<file path="src/verilog/ahcg_map.svh">
// Register indices, field positions, reset values and timing counts
`ifndef AHCG_MAP_SVH
`define AHCG_MAP_SVH

`define AHCG_IDX_FIRST    6'h20
`define AHCG_IDX_SECOND   6'h21
`define AHCG_IDX_MODE     6'h2A
`define AHCG_MODE_HEC_BIT 9
`define AHCG_FIRST_RST    16'h0000
`define AHCG_SECOND_RST   16'hFFFF
`define AHCG_MODE_RST     16'h0000
`define AHCG_CRC_POLY     8'h07
`define AHCG_CRC_SEED     8'h00
`define AHCG_CRC_COSET    8'h55
`define AHCG_HEC_LAT      3

`endif

</file>
<file path="src/verilog/ahcg_pkg.sv">
// Types shared by the header check generator
package ahcg_pkg;

	typedef logic [5:0]  ahcg_idx_t;
	typedef logic [15:0] ahcg_word_t;
	typedef logic [7:0]  ahcg_byte_t;

	typedef struct packed {
		logic       en;
		ahcg_idx_t  idx;
		ahcg_word_t data;
	} ahcg_wr_s;

	typedef struct packed {
		logic      en;
		ahcg_idx_t idx;
	} ahcg_rd_s;

	typedef struct packed {
		ahcg_word_t      first_r;
		ahcg_word_t      second_r;
		ahcg_word_t      mode_r;
		ahcg_byte_t      mid_crc_r;
		logic [2:0]      pipe_v_r;
		ahcg_byte_t [2:0] pipe_crc_r;
		ahcg_word_t      rd_data_r;
	} ahcg_state_s;

endpackage

</file>
<file path="src/verilog/ahcg_top.sv">
// Header check generator behind the processor register file
//
// Behaviour
// Mode bit 9 enables generation mode
// Second operand plain register, resets all ones
// Generation mode: second operand reads result
// First operand feeds generator, resets zero
// Two 16-bit words give one check byte
// Firmware writes header bytes 1-2, then 3-4
// First operand write reinitialises the seed
// Second write completes; result in low byte
// Firmware waits until fourth instruction after
// Firmware inserts or compares the check byte
// Firmware waits two instructions after mode write
// CRC-8, polynomial x^8+x^2+x+1, ATM coset
`timescale 1ns/10ps
`include "ahcg_map.svh"

module ahcg_top (
	input  wire logic                 clk,
	input  wire logic                 resetn,
	input  wire ahcg_pkg::ahcg_wr_s   reg_wr,
	input  wire ahcg_pkg::ahcg_rd_s   reg_rd,
	output ahcg_pkg::ahcg_word_t      reg_rd_data,
	output logic                      hec_mode,
	output logic                      hec_busy
);

	ahcg_pkg::ahcg_state_s           st_r;
	ahcg_pkg::ahcg_state_s           st_nxt;

	// Register strobes, one per mapped index
	logic                            mode_on;
	logic                            wr_first;
	logic                            wr_second;
	logic                            wr_mode;
	logic                            rd_first;
	logic                            rd_second;
	logic                            rd_mode;

	// Generator datapath
	ahcg_pkg::ahcg_byte_t            seed_crc;
	ahcg_pkg::ahcg_byte_t            close_crc;
	logic                            land_now;
	logic                            busy_nxt;
	wire logic [2:0]                 pipe_v_sh;
	wire ahcg_pkg::ahcg_byte_t [2:0] pipe_crc_sh;
	ahcg_pkg::ahcg_word_t            rd_word;

	// One byte through the CRC-8 divider, MSB first
	function automatic ahcg_pkg::ahcg_byte_t crc_byte(
		input ahcg_pkg::ahcg_byte_t crc_in,
		input ahcg_pkg::ahcg_byte_t data
	);
		ahcg_pkg::ahcg_byte_t c;
		logic                 fb;
		c = crc_in;
		for (int i = 7; i >= 0; i--) begin
			// Feedback is the top bit against data
			fb = c[7] ^ data[i];
			c  = {c[6:0], 1'b0};
			if (fb) begin
				c = c ^ `AHCG_CRC_POLY;
			end
		end
		return c;
	endfunction

	// Upper byte enters first, header order
	function automatic ahcg_pkg::ahcg_byte_t crc_word(
		input ahcg_pkg::ahcg_byte_t crc_in,
		input ahcg_pkg::ahcg_word_t word
	);
		ahcg_pkg::ahcg_byte_t hi;
		hi = crc_byte(crc_in, word[15:8]);
		return crc_byte(hi, word[7:0]);
	endfunction

	// Generation mode switch
	assign mode_on = st_r.mode_r[`AHCG_MODE_HEC_BIT];

	// Write strobes; unmapped indices are ignored
	always_comb begin
		wr_first  = 1'b0;
		wr_second = 1'b0;
		wr_mode   = 1'b0;
		if (reg_wr.en) begin
			case (reg_wr.idx)
				`AHCG_IDX_FIRST:  wr_first  = 1'b1;
				`AHCG_IDX_SECOND: wr_second = 1'b1;
				`AHCG_IDX_MODE:   wr_mode   = 1'b1;
				default:          wr_mode   = 1'b0;
			endcase
		end
	end

	// Read strobes; unmapped indices read zero
	always_comb begin
		rd_first  = 1'b0;
		rd_second = 1'b0;
		rd_mode   = 1'b0;
		if (reg_rd.en) begin
			case (reg_rd.idx)
				`AHCG_IDX_FIRST:  rd_first  = 1'b1;
				`AHCG_IDX_SECOND: rd_second = 1'b1;
				`AHCG_IDX_MODE:   rd_mode   = 1'b1;
				default:          rd_mode   = 1'b0;
			endcase
		end
	end

	// Seed restarts on every first-word write while generation mode is on
	always_comb begin
		seed_crc  = crc_word(`AHCG_CRC_SEED, reg_wr.data);
		// Second word closes the check byte
		close_crc = crc_word(st_r.mid_crc_r, reg_wr.data)
			^ `AHCG_CRC_COSET;
	end

	// Result pipeline, one stage per edge
	// Stage 0 is loaded by the second write
	assign pipe_v_sh[0]   = 1'b0;
	assign pipe_crc_sh[0] = 8'h00;
	for (genvar g = 1; g < `AHCG_HEC_LAT; g++) begin
		assign pipe_v_sh[g]   = st_r.pipe_v_r[g-1];
		assign pipe_crc_sh[g] = st_r.pipe_crc_r[g-1];
	end

	// Byte lands only while mode is still on
	// Clearing mode in flight drops the result
	assign land_now = st_r.pipe_v_r[`AHCG_HEC_LAT-1] && mode_on;

	// Read mux; a same-cycle write is not seen
	always_comb begin
		// Idle or unmapped reads return zero
		rd_word = 16'h0000;
		if (rd_first) begin
			rd_word = st_r.first_r;
		end
		if (rd_second) begin
			rd_word = st_r.second_r;
		end
		if (rd_mode) begin
			rd_word = st_r.mode_r;
		end
	end

	always_comb begin
		st_nxt = st_r;

		// Result pipeline advances every cycle
		st_nxt.pipe_v_r   = pipe_v_sh;
		st_nxt.pipe_crc_r = pipe_crc_sh;

		// Result lands in low byte after the delay
		if (land_now) begin
			st_nxt.second_r = {8'h00,
				st_r.pipe_crc_r[`AHCG_HEC_LAT-1]};
		end

		// First operand plain storage
		if (wr_first) begin
			st_nxt.first_r = reg_wr.data;
			// Seed reset, then first word absorbed
			if (mode_on) begin
				st_nxt.mid_crc_r = seed_crc;
			end
		end

		// Second operand plain storage
		// A write in the landing cycle wins
		if (wr_second) begin
			st_nxt.second_r = reg_wr.data;
			// Second word enters the pipeline
			if (mode_on) begin
				st_nxt.pipe_v_r[0]   = 1'b1;
				st_nxt.pipe_crc_r[0] = close_crc;
			end
		end

		// Mode register is plain storage
		if (wr_mode) begin
			st_nxt.mode_r = reg_wr.data;
		end

		// Registered read port, one cycle latency
		st_nxt.rd_data_r = rd_word;
	end

	// Any stage still holding a byte
	assign busy_nxt = |st_nxt.pipe_v_r;

	// State register, constant reset values
	always_ff @(posedge clk or negedge resetn) begin
		if (!resetn) begin
			st_r.first_r    <= `AHCG_FIRST_RST;
			st_r.second_r   <= `AHCG_SECOND_RST;
			st_r.mode_r     <= `AHCG_MODE_RST;
			st_r.mid_crc_r  <= `AHCG_CRC_SEED;
			st_r.pipe_v_r   <= 3'h0;
			st_r.pipe_crc_r <= 24'h000000;
			st_r.rd_data_r  <= 16'h0000;
		end else begin
			st_r <= st_nxt;
		end
	end

	// Status outputs straight from flip-flops
	always_ff @(posedge clk or negedge resetn) begin
		if (!resetn) begin
			hec_mode <= 1'b0;
			hec_busy <= 1'b0;
		end else begin
			// Mode flag follows the stored bit
			hec_mode <= st_nxt.mode_r[`AHCG_MODE_HEC_BIT];
			hec_busy <= busy_nxt;
		end
	end

	assign reg_rd_data = st_r.rd_data_r;

endmodule

</file>
<file path="config.mk">
export PLATFORM = sky130hd
export DESIGN_NAME = ahcg_top
export DESIGN_NICKNAME = d
export VERILOG_FILES = /design/src/verilog/ahcg_pkg.sv /design/src/verilog/ahcg_top.sv
export VERILOG_INCLUDE_DIRS = /design/src /design/src/verilog
export SDC_FILE = /design/constraint.sdc
export NUM_CORES = 1
export LEC_CHECK = 0
export BUFFER_PORTS_ARGS = -buffer_cell sky130_fd_sc_hd__buf_4
export CAP_MARGIN = 20
export CORE_MARGIN = 4
export CORE_UTILIZATION = 58
export CTS_CLUSTER_DIAMETER = 60
export CTS_CLUSTER_SIZE = 40
export DETAILED_ROUTE_END_ITERATION = 16
export PLACE_DENSITY = 0.79
export SLEW_MARGIN = 15
export SYNTH_ARGS = -nofsm -noshare
export SYNTH_HDL_FRONTEND = slang
export SYNTH_SLANG_ARGS = --single-unit
</file>
<file path="constraint.sdc">
create_clock -name clk -period 2 [get_ports clk]
set_input_delay 0.1 -clock clk [delete_from_list [all_inputs] [get_ports clk]]
set_output_delay 0.1 -clock clk [all_outputs]
set_load 0.05 [all_outputs]
</file>
==> results of run 1 <==
-- power by group --
| part | internal [mW] | switching [mW] | leakage (nW) |
|---|---|---|---|
| registers | 2.21 | 0.0881 | 1.32 |
| clock network | 0.654 | 0.672 | 0.103 |
| logic | 0.561 | 0.376 | 1.34 |
-- final cells by class --
cell class                      instances  area, um^2
Clock buffer                           12         155
Timing Repair Buffer                   74         613
Inverter                                1        3.75
Sequential cell                       100        2520
Fill cell                             543        2350
Clock inverter                          4        55.1
Multi-Input combinational cell        208        1980
Tap cell                              102         128
-- logic make-up (layout without fill, tap and decap cells) --
| group | count (synthesis) | in the layout | synth area share |
|---|---|---|---|
| flip-flops | 100 | 100 | 0.534 |
| AND/OR/NAND/NOR | 60 | 60 | 0.0583 |
| AO/OA/AOI/OAI | 29 | 29 | 0.0435 |
| multiplexers | 59 | 59 | 0.135 |
| buffers and inverters | 40 | 91 | 0.0477 |
| XOR/XNOR | 60 | 60 | 0.181 |
-- per-layer routing --
| layer | share of wire | up-vias | global-route usage | routed length [um] |
|---|---|---|---|---|
| met3 | 0.049 | 12 | 0.0571 | 455 |
| met1 | 0.44 | 1409 | 0.282 | 4060 |
| li1 | - | 1263 | - | - |
| met2 | 0.51 | 58 | 0.341 | 4710 |
| met5 | 0 | - | 0 | 0 |
| met4 | 0.010 | 0 | 0.0494 | 93 |
-- registers in the layout, summed over array words and instances, names as in the netlist --
register and cells:
st_r 64, pipe_crc_sh 16, reg_rd_data 16, pipe_v_sh 2, hec_busy 1, mode_on 1
-- worst min-delay path by stage --
stage,slack (ns),end,startpoint
after floorplan,-0.20,hec_busy,resetn
after detailed placement,0.04,reg_rd_data[3],resetn
after global placement,0.04,reg_rd_data[3],resetn
after global routing,0.004,st_r[70],reg_wr[3]
after CTS,0.001,st_r[70],reg_wr[3]
final,0.02,st_r[76],reg_wr[9]
-- worst reg2reg max path: cells and delay by family (launching register included) --
| family | cells | cell delay, ns |
|---|---|---|
| simple gates | 1 | 0.09 |
| xor+xnor | 3 | 1.14 |
| flops | 1 | 0.46 |
-- cell usage after synthesis --
cell        n  area (um^2)
and4bb_2    1         12.5
buf_1       1         3.75
and3_1      1         6.26
xor3_2      1         25.0
and3b_1     1         8.76
mux2_4      1         15.0
xor2_1      8         70.1
buf_4      16          120
xnor3_4     1         26.3
buf_6       1         11.3
and4b_1     2         20.0
buf_2       6         30.0
xor3_1      1         23.8
dfstp_2    16          420
inv_1       1         3.75
nor3_1      1         5.00
nor2_1     15         56.3
nand4_1     1         6.26
o21ai_0     8         40.0
mux2_2     34          383
nand2_1    26         97.6
xnor3_2     1         23.8
xnor3_1    18          405
clkbuf_1   15         56.3
nand3_1    10         50.1
or3_1       2         12.5
dfrtp_1    84         2100
mux2i_1    24          240
xnor2_4     1         27.5
a21oi_1     5         25.0
o2bb2ai_1  16          140
xnor2_1    29          254
-- cell usage in the layout, fill, tap and decap left out, types with 2 or more instances in the layout --
cell type      count
o2bb2ai_1         16
clkbuf_8          11
nor2_1            15
mux2_2            34
mux2i_1           24
dfrtp_1           84
or3_1              2
buf_4             59
dlygate4sd3_1     13
dfstp_2           16
buf_12             2
and4b_1            2
a21oi_1            5
xnor2_1           29
xor2_1             8
xnor3_1           18
nand2_1           26
o21ai_0            8
nand3_1           10
-- per-stage QoR --
stage | hold WS [ns] | area (um^2) | power (mW)
after global routing | 0.00381 | 5460 | 4.78
after CTS | 0.00135 | 5460 | 4.60
after detailed placement | 0.0444 | 5120 | 3.25
final | 0.0162 | 5460 | 4.56
after floorplan | -0.196 | 4720 | 3.01
after global placement | 0.0402 | 5120 | 3.22
-- what timing repair did --
| item | 4_1_cts | 5_1_grt |
|---|---|---|
| endpoints found under the hold margin | 40 | 0 |
| hold buffers | 13 | 0 |
| endpoints found under the setup margin | 0 | 0 |
==> results.tsv, run 1 <==
stage	metric	value	unit
setup_path	worst reg-to-reg setup slack	0.24	ns
floorplan	Die H	98.2	um
final_layout	layout cells sized above 1	0.333	
setup_path	crit path capture type	flip-flop	
final_layout	# diodes	0	
setup_path	critical path arrival	2.18	ns
timing	worst setup margin	0.0819	ns
synthesis	cells after synthesis	348	
clock_network	Clock Pin Slew Worst Setup and Hold Paths	0.10	ns
floorplan	Die ar.	9650	um^2
grt	vias in the first global route	2869	
setup_path	R2R depth	4	
hold_path	Hold Path Depth	3	
setup_path	largest stage delay on the critical path	0.53	ns
timing	Rel. slew slack	0.541	
timing	endpoints failing setup	0	
synthesis	synthesis-stage register bit count	100	
placement	pre-CTS WS	0.254	ns
pwr	peak supply drop	469	uV
drt	ANT nets after route	0	
placement	DP HPWL	6.34	mm
grt	initial antenna violation count	0	
timing	Max Fclk	521	MHz
setup_path	reg2reg end	pipe_crc_sh[15]	
clock_network	CTS tree	yes	
timing	Final Hold Viols	0	
pwr	Static Leakage	2.76	nW
setup_path	CP top delay family	XOR/XNOR gates	
drt	Total Wirelength	9.32	mm
timing	Final Max Tran Viols	0	
synthesis	register area share after synthesis	0.534	
run_status	status	completed	
setup_path	Setup CP Type	in -> reg	
setup_path	Critical path buffers and inverters	2	
drt	Vias	2742	
job	# Max-Cap Violations	0	
floorplan	Initial Utilization	0.605	
placement	number of port buffers	49	
setup_path	CP Launch Type	input pin	
timing	Worst-Margin Slew	0.689	ns
clock_network	post-CTS sizing	0	
synthesis	mapped cell area	4720	um^2
timing	clk_skew	0.0105	ns
timing	RSZ-0062 raised after global routing	no	
floorplan	num ports	50	
clock_network	clk sinks	100	
clock_network	Clk Latency, worst-skew pair	0.37	ns
final_layout	Layout Utilization	0.699	
synthesis	Ys Warns	0	
placement	GPL Wtd Cong	0.923	
timing	crit share post-route	0.959	
clock_network	Clock Tree Buf Depth	2	
final_layout	fin cells	501	
synthesis	syn nets	380	
setup_path	critical path endpoint	st_r[45]	
setup_path	maximum fanout along the worst path	9	
timing	setup TNS	0	ns
hold_path	HP Class	in -> reg	
clock_network	clk root buf	clkbuf_8	
placement	Post-Place Cells	472	
clock_network	htree depth	3	
drt	DR DRC count	0	
drt	Vias/cell	5.47	
grt	grt ovf	0	
synthesis	Avg Synthesized Cell Area	13.6	um^2
setup_path	Setup crit start	reg_wr[15]	
pwr	PwrDens	836	nW/um^2
timing	Tmin final	1.92	ns
floorplan	Placement Rows	32	
clock_network	CTS buffer count	9	
grt	largest net degree at the start of global routing	52	
floorplan	Core Area	7810	um^2
clock_network	Setup Buffers After CTS	0	
floorplan	DIE WIDTH	98.2	um
setup_path	Critical Path RT	2.26	ns
grt	GRT Util Overall	0.209	
drt	initial detailed-routing violation count	158	
grt	first-pass GRT wire length	15.3	mm
setup_path	r2r startpoint	st_r[48]	
setup_path	critical path, cell by cell	dlygate4sd3_1, buf_4, xnor3_2, xnor2_4, xnor3_1, mux2_4	
synthesis	Synth cell types	32	
setup_path	Crit path depth	6	
drt	DR pass1 iterations	5	
drt	Wirelength per Cell	18.6	um
final_layout	area grow syn2layout	15.6	%
setup_path	Crit-path slowest cell	dlygate4sd3_1	
final_layout	fin nets	426	
Note: power is estimated with default switching activity, not from simulation.
==> run 2: changes to the inputs <==
CORE_UTILIZATION = 35   (was 58)
PLACE_DENSITY = unset   (was 0.79)
==> results.tsv, run 2 (synthesis results as in run 1) <==
stage	metric	value	unit	change
run_status	status	completed		
grt	initial antenna violation count	1		+1
clock_network	CTS buffer count	9		unchanged
timing	setup TNS	0	ns	unchanged
floorplan	Initial Utilization	0.357		-0.248
setup_path	crit path capture type	flip-flop		
setup_path	Setup CP Type	in -> reg		
setup_path	maximum fanout along the worst path	7		-2
final_layout	max FFs per register	64		unchanged
setup_path	r2r startpoint	st_r[48]		
timing	Worst-Margin Slew	0.732	ns	+0.0437 ns
clock_network	Clk Latency, worst-skew pair	0.34	ns	-0.03 ns
clock_network	Clock Tree Buf Depth	2		unchanged
setup_path	Critical Path RT	2.23	ns	-0.03 ns
drt	DR pass1 iterations	6		+1
placement	Post-Place Cells	546		+16%
pwr	Static Leakage	2.76	nW	about the same
setup_path	R2R depth	4		unchanged
clock_network	Clock Pin Slew Worst Setup and Hold Paths	0.07	ns	-0.03 ns
setup_path	Critical path buffers and inverters	2		unchanged
floorplan	Die ar.	15400	um^2	+60%
clock_network	clk root buf	clkbuf_16		
timing	worst setup margin	0.121	ns	+0.0392 ns
grt	grt ovf	0		unchanged
timing	clk_skew	0.00567	ns	-0.00481 ns
placement	number of port buffers	49		unchanged
timing	Max Fclk	532	MHz	+2.1%
drt	Vias/cell	4.73		-14%
final_layout	fin nets	417		-2.1%
placement	pre-CTS WS	0.266	ns	+0.0121 ns
hold_path	Worst Hold Launch	reg_wr[13]		
clock_network	cts hold-fix bufs	3		-10
final_layout	layout cells sized above 1	0.338		+0.00513
grt	GRT Util Overall	0.133		-0.0757
setup_path	reg2reg end	pipe_crc_sh[15]		
clock_network	CTS tree	yes		
setup_path	largest stage delay on the critical path	0.53	ns	about the same
final_layout	most frequent cells in the layout	dfrtp_1, buf_4, mux2_2, xnor2_1, nand2_1		
clock_network	Setup Buffers After CTS	0		unchanged
timing	Rel. slew slack	0.512		-0.0291
pwr	peak supply drop	422	uV	-9.9%
pwr	Design Power	4.92	mW	+7.8%
clock_network	clk sinks	100		unchanged
floorplan	DIE WIDTH	124	um	+26%
timing	endpoints failing setup	0		unchanged
setup_path	CP top delay family	XOR/XNOR gates		
grt	vias in the first global route	2739		-4.5%
setup_path	CP Launch Type	input pin		
grt	first-pass GRT wire length	15.1	mm	-1.3%
drt	initial detailed-routing violation count	165		+4.4%
floorplan	Die H	124	um	+26%
timing	Final Max Tran Viols	0		unchanged
floorplan	num ports	50		unchanged
final_layout	area grow syn2layout	17.7	%	
setup_path	critical path arrival	2.11	ns	-0.07 ns
drt	ANT nets after route	0		unchanged
drt	Total Wirelength	9.50	mm	+1.9%
drt	DR DRC count	0		unchanged
clock_network	post-CTS sizing	0		unchanged
final_layout	Reg with most FFs	st_r		
grt	largest net degree at the start of global routing	47		-9.6%
drt	Vias	2675		-2.4%
clock_network	htree depth	3		unchanged
hold_path	HP Class	in -> reg		
setup_path	critical path, cell by cell	dlygate4sd3_1, buf_4, xnor2_1, xnor3_1, xnor3_1, mux2_4		
final_layout	finished layout cell area	5560	um^2	+1.8%
final_layout	fillers	1219		+120%
floorplan	Placement Rows	42		+31%
setup_path	Crit-path slowest cell	dlygate4sd3_1		
setup_path	CP most frequent cell	xnor3_1		
job	# Max-Cap Violations	0		unchanged
setup_path	worst reg-to-reg setup slack	0.26	ns	+0.02 ns
placement	DP HPWL	6.88	mm	+8.5%
final_layout	# diodes	0		unchanged
drt	Wirelength per Cell	16.8	um	-9.8%
final_layout	fin cells	566		+13%
placement	placed inst area	5220	um^2	+2.1%
floorplan	Core Area	13200	um^2	+70%
timing	Final Hold Viols	0		unchanged
hold_path	hold endpoint	st_r[80]		
hold_path	Hold Path Depth	3		unchanged
final_layout	commonest non-fill, non-tap cell in the layout	dfrtp_1		
timing	Tmin final	1.88	ns	-0.0392 ns
placement	GPL Wtd Cong	0.852		-7.7%
timing	crit share post-route	0.939		-0.0196
timing	RSZ-0062 raised after global routing	no		
pwr	PwrDens	885	nW/um^2	+5.9%
## run 2: cell types whose count changed in the layout (fill, tap and decap cells not counted), sizes merged
cell / previous run / this run
inv: 2 / 1
clkbuf: 12 / 11
clkinvlp: 1 / 2
clkinv: 1 / 2
dlygate4sd3: 13 / 4
## run 2: worst register-to-register path: stages (launching register included)
cell and delay, ns:
dfrtp_1 0.44, xnor3_4 0.47, xor2_1 0.31, xnor3_1 0.36
nor2_1 0.09
## run 2: how the worst max path moves through the flow
stage / slack (ns) / startpoint / cells after the start / end
after floorplan: 0.30 / reg_wr[14] / 5 / st_r[45]
after global placement: 0.29 / reg_wr[15] / 5 / st_r[45]
after detailed placement: 0.27 / reg_wr[15] / 5 / st_r[45]
after CTS: 0.17 / reg_wr[8] / 6 / st_r[45]
after global routing: 0.06 / reg_wr[14] / 6 / st_r[45]
final: 0.12 / reg_wr[14] / 6 / st_r[45]
## run 2: power breakdown
| part | switching, mW | leakage (nW) | total, mW | internal (mW) |
|---|---|---|---|---|
| combinational | 0.363 | 1.31 | 0.912 | 0.548 |
| clock | 0.733 | 0.136 | 1.71 | 0.975 |
| sequential | 0.0852 | 1.32 | 2.30 | 2.21 |
| total | 1.18 | 2.76 | 4.92 | 3.73 |
## run 2: layout make-up
cell class | instances | area, um^2 | area share
sequential | 100 | 2520 | 0.454
multi-input combinational | 208 | 1980 | 0.356
timing repair buffer | 65 | 536 | 0.0964
clock buffer | 11 | 233 | 0.0419
tap | 176 | 220 | 0.0396
clock inverter | 5 | 62.6 | 0.0113
inverter | 1 | 3.75 | 0.000676
## run 2: layer usage
metal,up-vias,share of wire,wire [um],global-route usage
met2,37,0.51,4800,0.224
met4,2,0.015,142,0.0452
met1,1375,0.44,4170,0.167
li1,1249,-,-,-
met5,-,0.0014,13,0
met3,12,0.040,376,0.0341
## run 2: stage by stage
step	hold slack [ns]	utilization
after floorplan	-0.196	-
after global placement	0.157	0.394
final	0.0176	0.420
after detailed placement	0.157	0.394
after CTS	0.00422	0.419
after global routing	0.0123	0.420
